File: src/afc_regs.vh
`ifndef AFC_REGS_VH
`define AFC_REGS_VH

// register map
`define AFC_CONFIG_ADDR 12'h0ac
`define AFC_STATUS_ADDR 12'h0b4
`define AFC_ADDR_W 12

// configuration fields
`define AFC_HIGH_MSB 23
`define AFC_HIGH_LSB 16
`define AFC_LOW_MSB 15
`define AFC_LOW_LSB 8
`define AFC_DUR_MSB 7
`define AFC_DUR_LSB 4
`define AFC_MULT_BIT 3
`define AFC_BRD_BIT 2
`define AFC_ADD_BIT 1
`define AFC_ANY_BIT 0
`define AFC_CONFIG_MASK 32'h00ffffff
`define AFC_CONFIG_RESET 32'h00000000

// threshold unit is 64 bytes
`define AFC_UNIT_SHIFT 6

// jam time base in 20 ns clock cycles
`define AFC_STEP_CYC 19'h000fa
`define AFC_EXTRA10_CYC 19'h0006e

`endif

File: src/afc_trigger.v
`timescale 1ns/1ps
`default_nettype none
`include "afc_regs.vh"

// Summary of operation
// (RULE1) transmitter off: no pause, no jam
// (RULE2) high threshold bits 23:16, 64-byte units
// (RULE3) full duplex: one pause frame at high
// (RULE4) half duplex: jam matching frames after high
// (RULE5) low threshold 15:8; below sends zero pause
// (RULE6) zero pause only after high pause sent
// (RULE7) software keeps low below high
// (RULE8) duration bits 7:4, unused in full duplex
// (RULE9) bit 3 jams multicast frames
// (RULE10) bit 2 jams broadcast frames
// (RULE11) bit 1 jams own-address frames
// (RULE12) fields reset zero, top byte reads zero
// (RULE13) bit 0 any frame, overrides bits 3:1
// (RULE14) duration code maps 5 us to 600 us
// (RULE15) full-duplex pause needs any-frame bit
// (RULE16) high at count >= hi*64; rearm after zero
module afc_trigger #(
  parameter FILL_W = 14
)(
  // clock and reset
  input wire clk_sys,
  input wire rst_b,
  // apb slave
  input wire psel,
  input wire penable,
  input wire pwrite,
  input wire [11:0] paddr,
  input wire [31:0] pwdata,
  output reg [31:0] prdata,
  output reg pready,
  output reg pslverr,
  // mac status
  input wire tx_enable,
  input wire full_duplex,
  input wire speed_100,
  input wire [FILL_W-1:0] rx_fill_bytes,
  // receive frame events
  input wire rx_preamble,
  input wire rx_is_multicast,
  input wire rx_is_broadcast,
  input wire rx_is_own_addr,
  // pause request to mac transmitter
  input wire [15:0] pause_time_value,
  output reg pause_req,
  output reg [15:0] pause_time,
  input wire pause_done,
  // half duplex back pressure
  output reg jam_active
);

  // configuration and episode state
  reg [31:0] flow_control_config;
  reg high_seen;
  reg pause_sent;
  reg [2:0] pend;

  // pause episode states, one-hot
  localparam PEND_IDLE = 3'b001;
  localparam PEND_HIGH = 3'b010;
  localparam PEND_ZERO = 3'b100;

  // back-pressure timing
  reg [18:0] jam_cnt;
  reg [7:0] jam_steps;
  reg [18:0] next_jam_len;

  // thresholds scaled to bytes
  reg [FILL_W+1:0] hi_bytes;
  reg [FILL_W+1:0] lo_bytes;

  // field views of the configuration word
  wire [7:0] fill_high_threshold;
  wire [7:0] fill_low_threshold;
  wire [3:0] jam_duration_code;
  wire trigger_on_multicast;
  wire trigger_on_broadcast;
  wire trigger_on_own_address;
  wire trigger_on_any_frame;

  // level compares, frame decode and bus strobe
  wire at_high;
  wire below_low;
  wire auto_on;
  wire [2:0] class_sel;
  wire [2:0] class_seen;
  wire [2:0] class_hit;
  wire frame_match;
  wire apb_acc;
  wire [31:0] status_word;

  // field views of the configuration word
  assign fill_high_threshold =
    flow_control_config[`AFC_HIGH_MSB:`AFC_HIGH_LSB];  // see RULE2
  assign fill_low_threshold =
    flow_control_config[`AFC_LOW_MSB:`AFC_LOW_LSB];  // see RULE5
  assign jam_duration_code =
    flow_control_config[`AFC_DUR_MSB:`AFC_DUR_LSB];  // see RULE8
  assign trigger_on_multicast = flow_control_config[`AFC_MULT_BIT];
  assign trigger_on_broadcast = flow_control_config[`AFC_BRD_BIT];
  assign trigger_on_own_address = flow_control_config[`AFC_ADD_BIT];
  assign trigger_on_any_frame = flow_control_config[`AFC_ANY_BIT];
  // any selection bit arms the high-level watch
  assign auto_on = |flow_control_config[`AFC_MULT_BIT:`AFC_ANY_BIT];

  // thresholds in bytes, two bits wider than the fill count so
  // 255 * 64 never wraps; compare is on bytes, not 64-byte units
  always @*
  begin
    hi_bytes = {{(FILL_W-6){1'b0}}, fill_high_threshold} <<
      `AFC_UNIT_SHIFT;
    lo_bytes = {{(FILL_W-6){1'b0}}, fill_low_threshold} <<
      `AFC_UNIT_SHIFT;
  end
  assign at_high = {2'b00, rx_fill_bytes} >= hi_bytes;  // see RULE16
  assign below_low = {2'b00, rx_fill_bytes} < lo_bytes;  // see RULE5

  // per-class selection; any-frame bit overrides the per-type bits
  assign class_sel = {trigger_on_multicast,  // see RULE9
    trigger_on_broadcast,  // see RULE10
    trigger_on_own_address};  // see RULE11
  assign class_seen = {rx_is_multicast, rx_is_broadcast, rx_is_own_addr};
  // one gate per class bit
  genvar gi;
  generate
    for (gi = 0; gi < 3; gi = gi + 1)
    begin : g_class
      assign class_hit[gi] = class_sel[gi] & class_seen[gi];
    end
  endgenerate
  assign frame_match = trigger_on_any_frame | (|class_hit);  // see RULE13

  // jam length in cycles, looked up in 5 us steps; 10 Mb/s adds a
  // fixed 2.2 us to every code; the longest, 120 steps plus the
  // extra, still fits the 19-bit counter, so no code is refused
  // and none wraps
  always @*
  begin
    case (jam_duration_code)  // see RULE14
      4'h0: jam_steps = 8'h01;
      4'h1: jam_steps = 8'h02;
      4'h2: jam_steps = 8'h03;
      4'h3: jam_steps = 8'h05;
      4'h4: jam_steps = 8'h0a;
      4'h5: jam_steps = 8'h14;
      4'h6: jam_steps = 8'h1e;
      4'h7: jam_steps = 8'h28;
      4'h8: jam_steps = 8'h32;
      4'h9: jam_steps = 8'h3c;
      4'ha: jam_steps = 8'h46;
      4'hb: jam_steps = 8'h50;
      4'hc: jam_steps = 8'h5a;
      4'hd: jam_steps = 8'h64;
      4'he: jam_steps = 8'h6e;
      default: jam_steps = 8'h78;
    endcase
    next_jam_len = {11'h000, jam_steps} * `AFC_STEP_CYC;
    if (!speed_100)
      next_jam_len = next_jam_len + `AFC_EXTRA10_CYC;
  end

  // apb: one access cycle, no wait states; read data is latched in
  // the setup cycle so it stands through the access cycle; unmapped
  // reads give zero with an error, and writes there are dropped
  assign apb_acc = psel & penable;
  // status word: live compare, episode flags and both outputs
  assign status_word = {27'h0000000, jam_active, pause_req, pause_sent,
    high_seen, at_high};
  always @(posedge clk_sys)
  begin
    if (!rst_b)
    begin
      flow_control_config <= `AFC_CONFIG_RESET;  // see RULE12
      prdata <= 32'h00000000;
      pready <= 1'b0;
      pslverr <= 1'b0;
    end
    else
    begin
      pready <= psel & ~penable;
      pslverr <= 1'b0;
      prdata <= 32'h00000000;
      if (psel & ~penable)
      begin
        if (paddr == `AFC_CONFIG_ADDR)
          prdata <= flow_control_config;
        else if (paddr == `AFC_STATUS_ADDR)
          prdata <= status_word;
        else
          pslverr <= 1'b1;
      end
      // a write lands only at the access edge, with pready high
      if (apb_acc & pready & pwrite & (paddr == `AFC_CONFIG_ADDR))
        flow_control_config <= pwdata & `AFC_CONFIG_MASK;  // see RULE12
    end
  end

  // pause frames in full duplex, jam in half duplex
  always @(posedge clk_sys)
  begin
    if (!rst_b)
    begin
      // all outputs low, no episode open
      high_seen <= 1'b0;
      pause_sent <= 1'b0;
      pend <= PEND_IDLE;
      pause_req <= 1'b0;
      pause_time <= 16'h0000;
      jam_cnt <= 19'h00000;
      jam_active <= 1'b0;
    end
    else if (!tx_enable)
    begin
      // nothing leaves while the transmitter is off; a waiting
      // request is dropped, not carried over to the next enable
      pause_req <= 1'b0;  // see RULE1
      jam_active <= 1'b0;  // see RULE1
      jam_cnt <= 19'h00000;
      pend <= PEND_IDLE;
    end
    else
    begin
      // request held until the mac reports the frame sent
      case (pend)
        PEND_HIGH:
        begin
          if (pause_done)
          begin
            pause_req <= 1'b0;
            pause_sent <= 1'b1;  // see RULE6
            pend <= PEND_IDLE;
          end
        end
        PEND_ZERO:
        begin
          if (pause_done)
          begin
            // episode closed: re-arm for the next full level
            pause_req <= 1'b0;
            pause_sent <= 1'b0;  // see RULE16
            high_seen <= 1'b0;
            pend <= PEND_IDLE;
          end
        end
        default:
        begin
          // idle, or a stray code forced back to idle
          pend <= PEND_IDLE;
          if (full_duplex & trigger_on_any_frame)  // see RULE15
          begin
            if (at_high & ~pause_sent)
            begin
              pause_req <= 1'b1;  // see RULE3
              pause_time <= pause_time_value;
              pend <= PEND_HIGH;
            end
            else if (below_low & pause_sent)  // see RULE6
            begin
              pause_req <= 1'b1;  // see RULE5
              pause_time <= 16'h0000;
              pend <= PEND_ZERO;
            end
          end
        end
      endcase

      // half duplex jamming; duration ignored in full duplex
      if (full_duplex)
      begin
        jam_active <= 1'b0;  // see RULE8
        jam_cnt <= 19'h00000;
      end
      else if (rx_preamble & high_seen & at_high & frame_match)
      begin
        // a new matching frame restarts the full duration
        jam_active <= 1'b1;  // see RULE4
        jam_cnt <= next_jam_len;
      end
      else if (jam_cnt != 19'h00000)
      begin
        // count down; the output falls with the last count
        jam_cnt <= jam_cnt - 19'd1;
        jam_active <= (jam_cnt != 19'd1);
      end
      else
        jam_active <= 1'b0;

      // half duplex forgets the full level once it drains
      if (~at_high & ~full_duplex)
        high_seen <= 1'b0;
      // set last so a new full level beats a same-cycle clear
      if (at_high & auto_on)
        high_seen <= 1'b1;
    end
  end

endmodule

`default_nettype wire

File: config.mk
export PLATFORM = sky130hd
export DESIGN_NAME = afc_trigger
export DESIGN_NICKNAME = d
export VERILOG_FILES = /design/src/afc_trigger.v
export VERILOG_INCLUDE_DIRS = /design/src
export SDC_FILE = /design/constraint.sdc
export NUM_CORES = 1
export LEC_CHECK = 0
export BUFFER_PORTS_ARGS = -buffer_cell sky130_fd_sc_hd__buf_2
export CORE_ASPECT_RATIO = 1.5
export CORE_MARGIN = 4
export CORE_UTILIZATION = 50
export CTS_BUF_LIST = sky130_fd_sc_hd__clkbuf_2
export DETAILED_ROUTE_END_ITERATION = 10
export GPL_TIMING_DRIVEN = 1
export PLACE_DENSITY = 0.75
export SLEW_MARGIN = 20
export SYNTH_ARGS = -nofsm -noshare
export SYNTH_HDL_FRONTEND = slang
export SYNTH_SLANG_ARGS = --single-unit
File: constraint.sdc
create_clock -name clk_sys -period 5.4 [get_ports clk_sys]
set_input_delay 0.81 -clock clk_sys [delete_from_list [all_inputs] [get_ports clk_sys]]
set_output_delay 0.81 -clock clk_sys [all_outputs]
set_load 0.005 [all_outputs]
### Yosys cells after proc, flatten, opt, wreduce, memory -nomap -nowiden

Memories as Yosys holds them, arrays and structs flattened. A register that Yosys moved wholly into a read port is not among the register bits.
Index checks and enable logic that the tools add are counted.

| word-level totals | value |
|---|---|
| word-level logic and storage cells | 99 |
| bits of input ports | 87 |
| ROM bits | 112 |
| memories kept | 1 |
| register bits | 100 |
| latch bits | 0 |
| output and inout port bits | 52 |
| bits in writable memories | 0 |

| cells by class | value |
|---|---|
| magnitude comparators | 2 |
| muxes and demuxes | 27 |
| divide/modulo/power cells | 0 |
| add/sub/neg operators | 2 |
| bitwise gates (word level) | 26 |
| equality and inequality tests | 8 |
| reduce and logical (&&, ||, !) cells | 20 |
| multipliers | 1 |
| shifts and indexed selects | 0 |

Memories:

| memory | depth | width | rd ports | clocked after memory_dff | write ports | line | RTL |
|---|---|---|---|---|---|---|---|
| (no name shown) | 16 | 7 | 1 | 1 | 0 | afc_trigger.v:143 | `case (jam_duration_code)` |

Operators with widths:

| cell | number |
|---|---|
| 19-bit two-way mux | 2 |
| 16-bit two-way mux | 2 |
| 12-bit by 8-bit == test with 1-bit output (second input constant) | 2 |
| 24-bit two-way mux | 1 |
| 19-bit by 1-bit inequality test with 1-bit output (second input constant) | 1 |
| 19-bit nonzero test | 1 |
| 19-bit by 1-bit subtractor with 19-bit output (second input constant) | 1 |
| 16-bit by 7-bit adder with 17-bit output (second input constant) | 1 |
| 17-bit two-way mux | 1 |
| 1-bit AND | 16 |
| 8-bit by 7-bit multiplier with 15-bit output (second input constant) | 1 |
| 3-bit two-way mux | 5 |
| 14-bit >= comparator | 1 |
| 14-bit less-than comparator | 1 |
| 1-bit two-way mux | 12 |
| 1-bit inverter | 9 |
| 3-bit nonzero test | 3 |
| 3-bit OR reduction | 3 |
| 4-bit two-way mux | 2 |
| 4-bit AND reduction | 2 |
| 2-bit nonzero test | 4 |
| 3-bit AND reduction | 2 |
| 5-bit two-way mux | 1 |
| 2-bit inequality test (second input constant) | 2 |
| other kinds (8) | 10 |

### Longest topological paths before layout

Gate-level depths: netlist (run 1).

| logic depth | value |
|---|---|
| depth in word-level cells | 6 |
| depth in mapped cells | 17 |
| depth with buffers taken out | 16 |

### Least setup slack after synthesis (run 1)

No wires, ideal clock.

| timing | value |
|---|---|
| kind | reg2reg |
| start point | register, netlist name jam_steps[1] |
| end point | register jam_cnt[13] |
| buffers on the path | 0 |
| arrival | 4.669 ns |
| cell stages (with the launch flop) | 15 |
| required time | 5.314 ns |
| clock period less this slack | 4.754 ns |
| path slack | 0.646 ns |
| setup time | 0.086 ns |
| cells stage by stage | dfxtp_1 fa_1 fa_1 inv_1 fa_1 fa_1 inv_1 ha_1 o21ai_2 or4b_1 o2111a_2 or4b_4 or2_1 xor2_1 a211oi_1 |

| between the ends | value |
|---|---|
| cells in the longest elaborated chain, start to end | 4 |

Ends and longest elaborated chain:

| element | line | RTL |
|---|---|---|
| 8-bit by 7-bit multiplier with 15-bit output (no source line) * | n/a |  |
| 16-bit by 7-bit adder with 17-bit output (no source line) | n/a |  |
| 17-bit two-way mux * | afc_trigger.v:162 | `if (!speed_100)` |
| 19-bit two-way mux * | afc_trigger.v:277 | `else if (rx_preamble & high_seen & at_high & frame_match)` |
| to (signal assigned) | afc_trigger.v:281 | `jam_cnt <= next_jam_len;` |
| to (signal assigned) | afc_trigger.v:286 | `jam_cnt <= jam_cnt - 19'd1;` |
| to (decl) | afc_trigger.v:68 | `reg [18:0] jam_cnt;` |

Mark *: on every way between the ends. The rest lies on a longest branch, timed or not.
A chain may end at the register's enable or synchronous reset.

### Worst setup path in the final report (run 1)

| timing | value |
|---|---|
| start point | register, netlist name jam_steps[2] |
| end point | register jam_cnt[13] |

| between the ends | value |
|---|---|
| cells in the longest elaborated chain, start to end | 4 |

Ends and longest elaborated chain:

| element | line |
|---|---|
| 8-bit by 7-bit multiplier with 15-bit output (no source line) * | n/a |
| 16-bit by 7-bit adder with 17-bit output (no source line) | n/a |
| 17-bit two-way mux * | afc_trigger.v:162 |
| 19-bit two-way mux * | afc_trigger.v:277 |

Marks and branches as above.

==> results by group, run 1 <==
Place
  • HPWL Detailed: 11600 microns
  • DP Area: 6790 sq um
  • Placer Congestion: 0.836
  • IO Port Bufs: 122

Power and ir drop
  • Internal Pwr Total: 0.00135 W
  • P_sw: 0.00100 W
  • Max VDD drop: 0.000223 V
  • Leakage power: 3.42 nW
  • Power share of the clock group: 0.146
  • PwrDens: 340 nW/um^2
  • Logic gate share of total power: 0.496
  • Switching share of power: 0.427
  • Seq pwr share: 0.359

Die
  • Die W: 98.1 microns
  • Placeable Area: 12000 sq um
  • Die height: 143 microns
  • # rows: 49
  • I/O pins: 139
  • Initial core utilization: 0.509
  • Die area: 14000 sq um

Routing
  • Initial DRC Count: 165
  • Wirelength per Cell: 15.0 microns
  • Drt pass-1 iters: 4
  • Via count: 5179
  • Routed wire length: 14400 microns
  • DR DRC count: 0
  • DR vias/cell: 5.40
  • Routed Antenna Nets: 0

Synth
  • Number of synthesized register bits: 99
  • Top post-synthesis cells by count: dfxtp_1 (99), inv_1 (66), nor2_1 (66)
  • Post-Syn Area per Cell: 8.82 sq um
  • Post-Syn Area: 6090 sq um
  • Part of the Yosys area used for sequential elements: 0.326
  • Post-synth EDFFs: 0
  • Mapped Cells: 690
  • Area leader, netlist: dfxtp_1
  • Post-synth top area share: 0.326
  • Synth warn: 0
  • Netlist cell types: 62
  • Ranking of synthesized cells by area: dfxtp_1 (33%), ha_1 (12%), mux2i_1 (6.6%), fa_1 (5.9%), inv_1 (4.1%)
  • Top_reg_cell synth: dfxtp_1
  • Post-synthesis async set-or-reset flop share: 0
  • Most instantiated library cell after synthesis: dfxtp_1

Clock tree
  • CTS Hold Bufs: 0
  • Clock slew at reported path FFs: 0.29 ns
  • H-tree depth reported by CTS: 3
  • CTS tree: yes
  • Clock Latency Late Sink: 0.59 ns
  • Clk sinks: 99
  • Clock Tree Buf Depth: 2
  • Post-CTS Setup Bufs: 0
  • Number of CTS-inserted buffers: 9
  • Root Buffer Master: clkbuf_2
  • Resized Gates After CTS: 0

Finish
  • Layout Nets: 966
  • Area Growth Syn to Fin: 13.3%
  • Design area: 6900 sq um
  • Antenna Cells: 0
  • Sequential Area: 1980 sq um
  • Area of the multi-input gates: 3740 sq um
  • Layout cells sized above 1: 0.194
  • Fillers: 1103

Setup path
  • Kind of critical path: reg -> reg
  • Required time worst endpoint: 5.90 ns
  • R2R Path Start: jam_steps[2]$_DFF_P_
  • Worst reg2reg path depth: 15
  • Critical Path Fanout Max: 6
  • R2r setup slk: 0.42 ns
  • RR Endpoint: jam_cnt[13]$_SDFFE_PP0P_
  • Crit path launch type: flop
  • CP Capture Type: flop
  • Crit path DAT: 5.49 ns

GRT
  • Initial antenna violation count: 0
  • GR Overflow Total: 0
  • Via count of the first global-routing pass: 5376
  • GRT Resource Usage Total: 0.207
  • Largest net degree at the start of global routing: 37
  • First-pass GRT wire length: 24000 microns

Min path
  • Worst hold path type: in -> reg
  • Hold Crit Endpoint: pslverr$_SDFF_PP0_
  • Min-Delay Path Depth: 2
  • Hold path startpoint: penable

STA
  • Count of final setup violators: 0
  • Worst Clk Skew: 0.0309 ns
  • RSZ-0062 raised after global routing: false
  • Final min period: 4.98 ns
  • Worst-Margin Slew: 1.01 ns
  • Max transition margin: 0.326
  • Tcrit/Tclk final: 0.923
  • Count of final max-slew check failures: 0
  • Post-route setup TNS: 0 ns
  • Fmax: 0.201 GHz
  • Final Hold Vio Count: 0

Outcome
  • Status: finished, final reports clean

Run
  • Max cap viols: 0
==> how the worst max path moves through the flow <==
stage                         startpoint                  endpoint  slack [ns]  cells past startpoint
floorplan           jam_steps[1]$_DFF_P_  jam_cnt[13]$_SDFFE_PP0P_        0.65                     14
global placement    jam_steps[1]$_DFF_P_  jam_cnt[13]$_SDFFE_PP0P_        0.45                     15
detailed placement  jam_steps[1]$_DFF_P_  jam_cnt[15]$_SDFFE_PP0P_        0.38                     15
CTS                 jam_steps[1]$_DFF_P_  jam_cnt[15]$_SDFFE_PP0P_        0.29                     15
global route        jam_steps[2]$_DFF_P_  jam_cnt[15]$_SDFFE_PP0P_        0.05                     15
finish              jam_steps[2]$_DFF_P_  jam_cnt[13]$_SDFFE_PP0P_        0.42                     15
==> power by group through the flow <==
stage | clock network, W | logic (W) | registers (W)
5_1_grt | 0.000380 | 0.00130 | 0.000850
3_3_place_gp | 0 | 0.00113 | 0.000850
2_1_floorplan | 0 | 0.000911 | 0.000845
3_5_place_dp | 0 | 0.00116 | 0.000855
4_1_cts | 0.000356 | 0.00117 | 0.000842
6_report | 0.000342 | 0.00116 | 0.000843
==> sequential cells by signal, summed over array words and instances, names as in the netlist, 3 cells and up <==
signal               count
prdata                  24
flow_control_config     24
pause_time              16
jam_cnt                 19
jam_steps                7
pend                     3
==> placed cells by master (no fill, tap or decap), types with 3 or more instances in the layout <==
master / Yosys / final
a211oi_1: 19 / 18
a211oi_2: 2 / 3
a21o_1: 7 / 7
a21oi_1: 24 / 24
a22o_1: 5 / 5
a31oi_1: 6 / 6
and2_1: 8 / 8
buf_2: 1 / 122
clkbuf_2: 0 / 9
conb_1: 1 / 8
dfxtp_1: 99 / 97
fa_1: 18 / 18
ha_1: 59 / 59
inv_1: 66 / 66
mux2i_1: 40 / 40
nand2_1: 60 / 60
nand2b_1: 9 / 9
nand3_1: 6 / 6
nand3b_1: 4 / 4
nand4_1: 3 / 3
nor2_1: 66 / 66
nor2b_1: 5 / 5
nor3_1: 31 / 31
nor4_1: 5 / 5
o2111ai_1: 5 / 5
o211ai_1: 3 / 3
o21a_1: 6 / 6
o21ai_0: 18 / 18
o22ai_1: 3 / 3
o31ai_1: 5 / 5
or3_1: 8 / 8
or4_1: 3 / 3
xnor2_1: 19 / 19
xor2_1: 11 / 11
==> metal layers <==
layer	track usage	wire length, microns	vias up
met5	0	0	-
met4	0.0751	326	0
met3	0.0440	707	32
met2	0.402	7900	134
met1	0.217	5430	2415
li1	-	-	2598
==> stage by stage <==
step	worst slack, ns	hold WS [ns]	total power, W	util	cells
after detailed placement	0.377	0.458	0.00202	0.568	944
final	0.417	0.366	0.00235	0.577	959
after CTS	0.288	0.319	0.00237	0.577	959
after global routing	0.0511	0.319	0.00253	0.577	959
after floorplan	0.646	0.430	0.00176	-	697
after global placement	0.451	0.444	0.00198	0.568	944
==> cell families after synthesis <==
group	after synthesis	synth area share
xor gates and xnor gates	30	0.0432
other	1	0.000616
adders and majority gates	77	0.180
buffers and inverters	97	0.0649
and+or+nand+nor	223	0.177
muxes	41	0.0676
AOI/OAI and AO/OA	122	0.141
DFF	99	0.326
==> area by class of cell <==
type / instances / share of cell area
Clock buffer: 9 / 0.00653
Clock inverter: 6 / 0.00816
Inverter: 67 / 0.0365
Multi-Input combinational cell: 501 / 0.543
Sequential cell: 99 / 0.288
Tap cell: 153 / 0.0278
Timing Repair Buffer: 124 / 0.0907
==> worst max-delay path: stages (launching register included) <==
cell and delay [ns]:
dfxtp_1 0.52, fa_1 0.51, fa_1 0.52, inv_1 0.05, fa_1 0.48, fa_1 0.51, inv_1 0.04, ha_1 0.25
or2_1 0.26, o21a_1 0.19, o31ai_1 0.28, nand2_1 0.16, or4b_4 0.55, or2_1 0.23, xor2_1 0.14, a211oi_1 0.22
(Power assumes the default switching activity.)
==> run 2: changes to the inputs <==
--- a/config.mk
+++ b/config.mk
@@ -6,7 +6,7 @@
 export SDC_FILE = /design/constraint.sdc
 export NUM_CORES = 1
 export LEC_CHECK = 0
-export BUFFER_PORTS_ARGS = -buffer_cell sky130_fd_sc_hd__buf_2
+export BUFFER_PORTS_ARGS = -buffer_cell sky130_fd_sc_hd__buf_4
 export CORE_ASPECT_RATIO = 1.5
 export CORE_MARGIN = 4
 export CORE_UTILIZATION = 50
==> run 2 against run 1 <==
  * Fmax decreased by 1.6%
  * Clock skew decreased by 0.0020 ns
  * Critical path type unchanged
  * Cell count increased by 0.10%
  * Power increased by 1.9%
  * Highest routed layer unchanged
  * Critical endpoint unchanged
  * Via count increased by 1.7%
==> results by group, run 2 (synthesized netlist as in run 1, its figures left out) <==
GRT
  • Via count of the first global-routing pass: 5452
  • GR Overflow Total: 0
  • First-pass GRT wire length: 24300 microns
  • GR peak layer: met2
  • GRT Resource Usage Total: 0.210
  • Largest net degree at the start of global routing: 37
  • Met3 GRT Util: 0.0508
  • Initial antenna violation count: 0
  • Met1 Use GR: 0.215
  • Met2 usage: 0.401

Finish
  • Layout Nets: 967
  • Commonest non-fill, non-tap cells in the layout: buf_4 (125), dfxtp_1 (99), inv_1 (66), nor2_1 (66), nand2_1 (60)
  • Area Growth Syn to Fin: 18.5%
  • Largest regs: flow_control_config: 24 flops, prdata: 24 flops, jam_cnt: 19 flops
  • Antenna Cells: 0
  • Post-Route Utilization: 0.603
  • Layout cells sized above 1: 0.193
  • Commonest non-fill, non-tap cell in the layout: buf_4

STA
  • Post-route setup TNS: 0 ns
  • Count of final setup violators: 0
  • Tcrit/Tclk final: 0.937
  • Worst-Margin Slew: 1.04 ns
  • Worst Clk Skew: 0.0288 ns
  • Count of final max-slew check failures: 0
  • Max transition margin: 0.308
  • RSZ-0062 raised after global routing: false
  • Fmax: 0.198 GHz
  • Final Hold Vio Count: 0
  • Final min period: 5.06 ns
  • Worst hold margin: 0.347 ns

Place
  • HPWL Detailed: 12000 microns
  • IO Port Bufs: 122
  • Placer Congestion: 0.893

Setup path
  • CP Cell Sequence: fa_1 > fa_1 > inv_1 > fa_1 > fa_1 > inv_1 > ha_1 > o21ai_2 > or4b_1 > o2111a_2 > or4b_4 > or2_1 > xor2_1 > a211oi_1
  • Critical Path Fanout Max: 8
  • Crit path DAT: 5.59 ns
  • Top delay family on crit path: adder cells
  • Kind of critical path: reg -> reg
  • Crit-path most repeated cell: fa_1
  • CP Capture Type: flop
  • CP bufs+invs: 2
  • Crit path launch type: flop
  • Max stage delay on crit path: 0.60 ns
  • Slowest cell on crit path: dfxtp_1
  • Required time worst endpoint: 5.92 ns

Outcome
  • Status: finished, final reports clean

Clock tree
  • Post-CTS Setup Bufs: 0
  • Number of CTS-inserted buffers: 9
  • CTS Hold Bufs: 0
  • Clock Latency Late Sink: 0.60 ns
  • H-tree depth reported by CTS: 3
  • Clk sinks: 99
  • CTS tree: yes
  • Root Buffer Master: clkbuf_2
  • Clock Tree Buf Depth: 2
  • Clock slew at reported path FFs: 0.30 ns
  • Resized Gates After CTS: 0

Routing
  • Routed Antenna Nets: 0
  • Wirelength per Cell: 15.5 microns
  • DR DRC count: 0
  • Routed wire length: 14800 microns
  • Drt pass-1 iters: 7
  • Via count: 5266
  • DR vias/cell: 5.49
  • Initial DRC Count: 130

Power and ir drop
  • Max VDD drop: 0.000239 V
  • Leakage power: 3.49 nW
  • PwrDens: 332 nW/um^2

Die
  • Die W: 98.1 microns
  • Initial core utilization: 0.509
  • I/O pins: 139
  • Placeable Area: 12000 sq um
  • Die area: 14000 sq um
  • Die height: 143 microns
  • # rows: 49

Min path
  • Worst hold path type: in -> reg

Run
  • Max cap viols: 0
-- run 2: cell count changes in the layout (fill, tap and decap cells not counted), sizes merged --
| cell | previous run | this run |
|---|---|---|
| clkinvlp | 1 | 0 |
| buf | 124 | 125 |
| clkinv | 2 | 3 |
-- run 2: through the flow --
step | instances | instance area (sq um) | worst slack (ns) | total power [W]
floorplan | 697 | 6110 | 0.646 | 0.00176
global placement | 945 | 7110 | 0.466 | 0.00199
detailed placement | 945 | 7110 | 0.389 | 0.00203
CTS | 960 | 7210 | 0.280 | 0.00239
global route | 960 | 7210 | 0.0763 | 0.00257
finish | 960 | 7210 | 0.338 | 0.00239
-- run 2: area by class of cell --
class | count | area [sq um]
repair buffers | 125 | 938
multi-input cells | 501 | 3750
flip-flops and latches | 99 | 1980
well taps | 153 | 191
clock inverters | 6 | 55.1
clock buffers | 9 | 45.0
inverters | 67 | 251
fillers | 1061 | 4740
-- run 2: final timing paths --
kind,depth (start not counted),endpoint,slack (ns),from
worst min register to register,2,prdata[12]$_SDFF_PN0_,0.48,flow_control_config[12]$_SDFFE_PN0P_
worst max register to register,14,jam_cnt[13]$_SDFFE_PP0P_,0.34,jam_steps[0]$_SDFF_PP0_
worst max-delay path,14,jam_cnt[13]$_SDFFE_PP0P_,0.34,jam_steps[0]$_SDFF_PP0_
worst min-delay path,2,pslverr$_SDFF_PP0_,0.35,penable
-- run 2: per-layer routing --
layer  vias up  share of wire
met2       134           0.54
met1      2505           0.37
met3        37          0.053
li1       2590              -
met4         0          0.034
met5         -              0
-- run 2: power by group --
group | switching, W | leakage (nW) | internal (W)
combinational | 0.000701 | 2.63 | 0.000503
sequential | 0.0000543 | 0.798 | 0.000791
clock | 0.000274 | 0.0653 | 0.0000695
total | 0.00103 | 3.49 | 0.00136
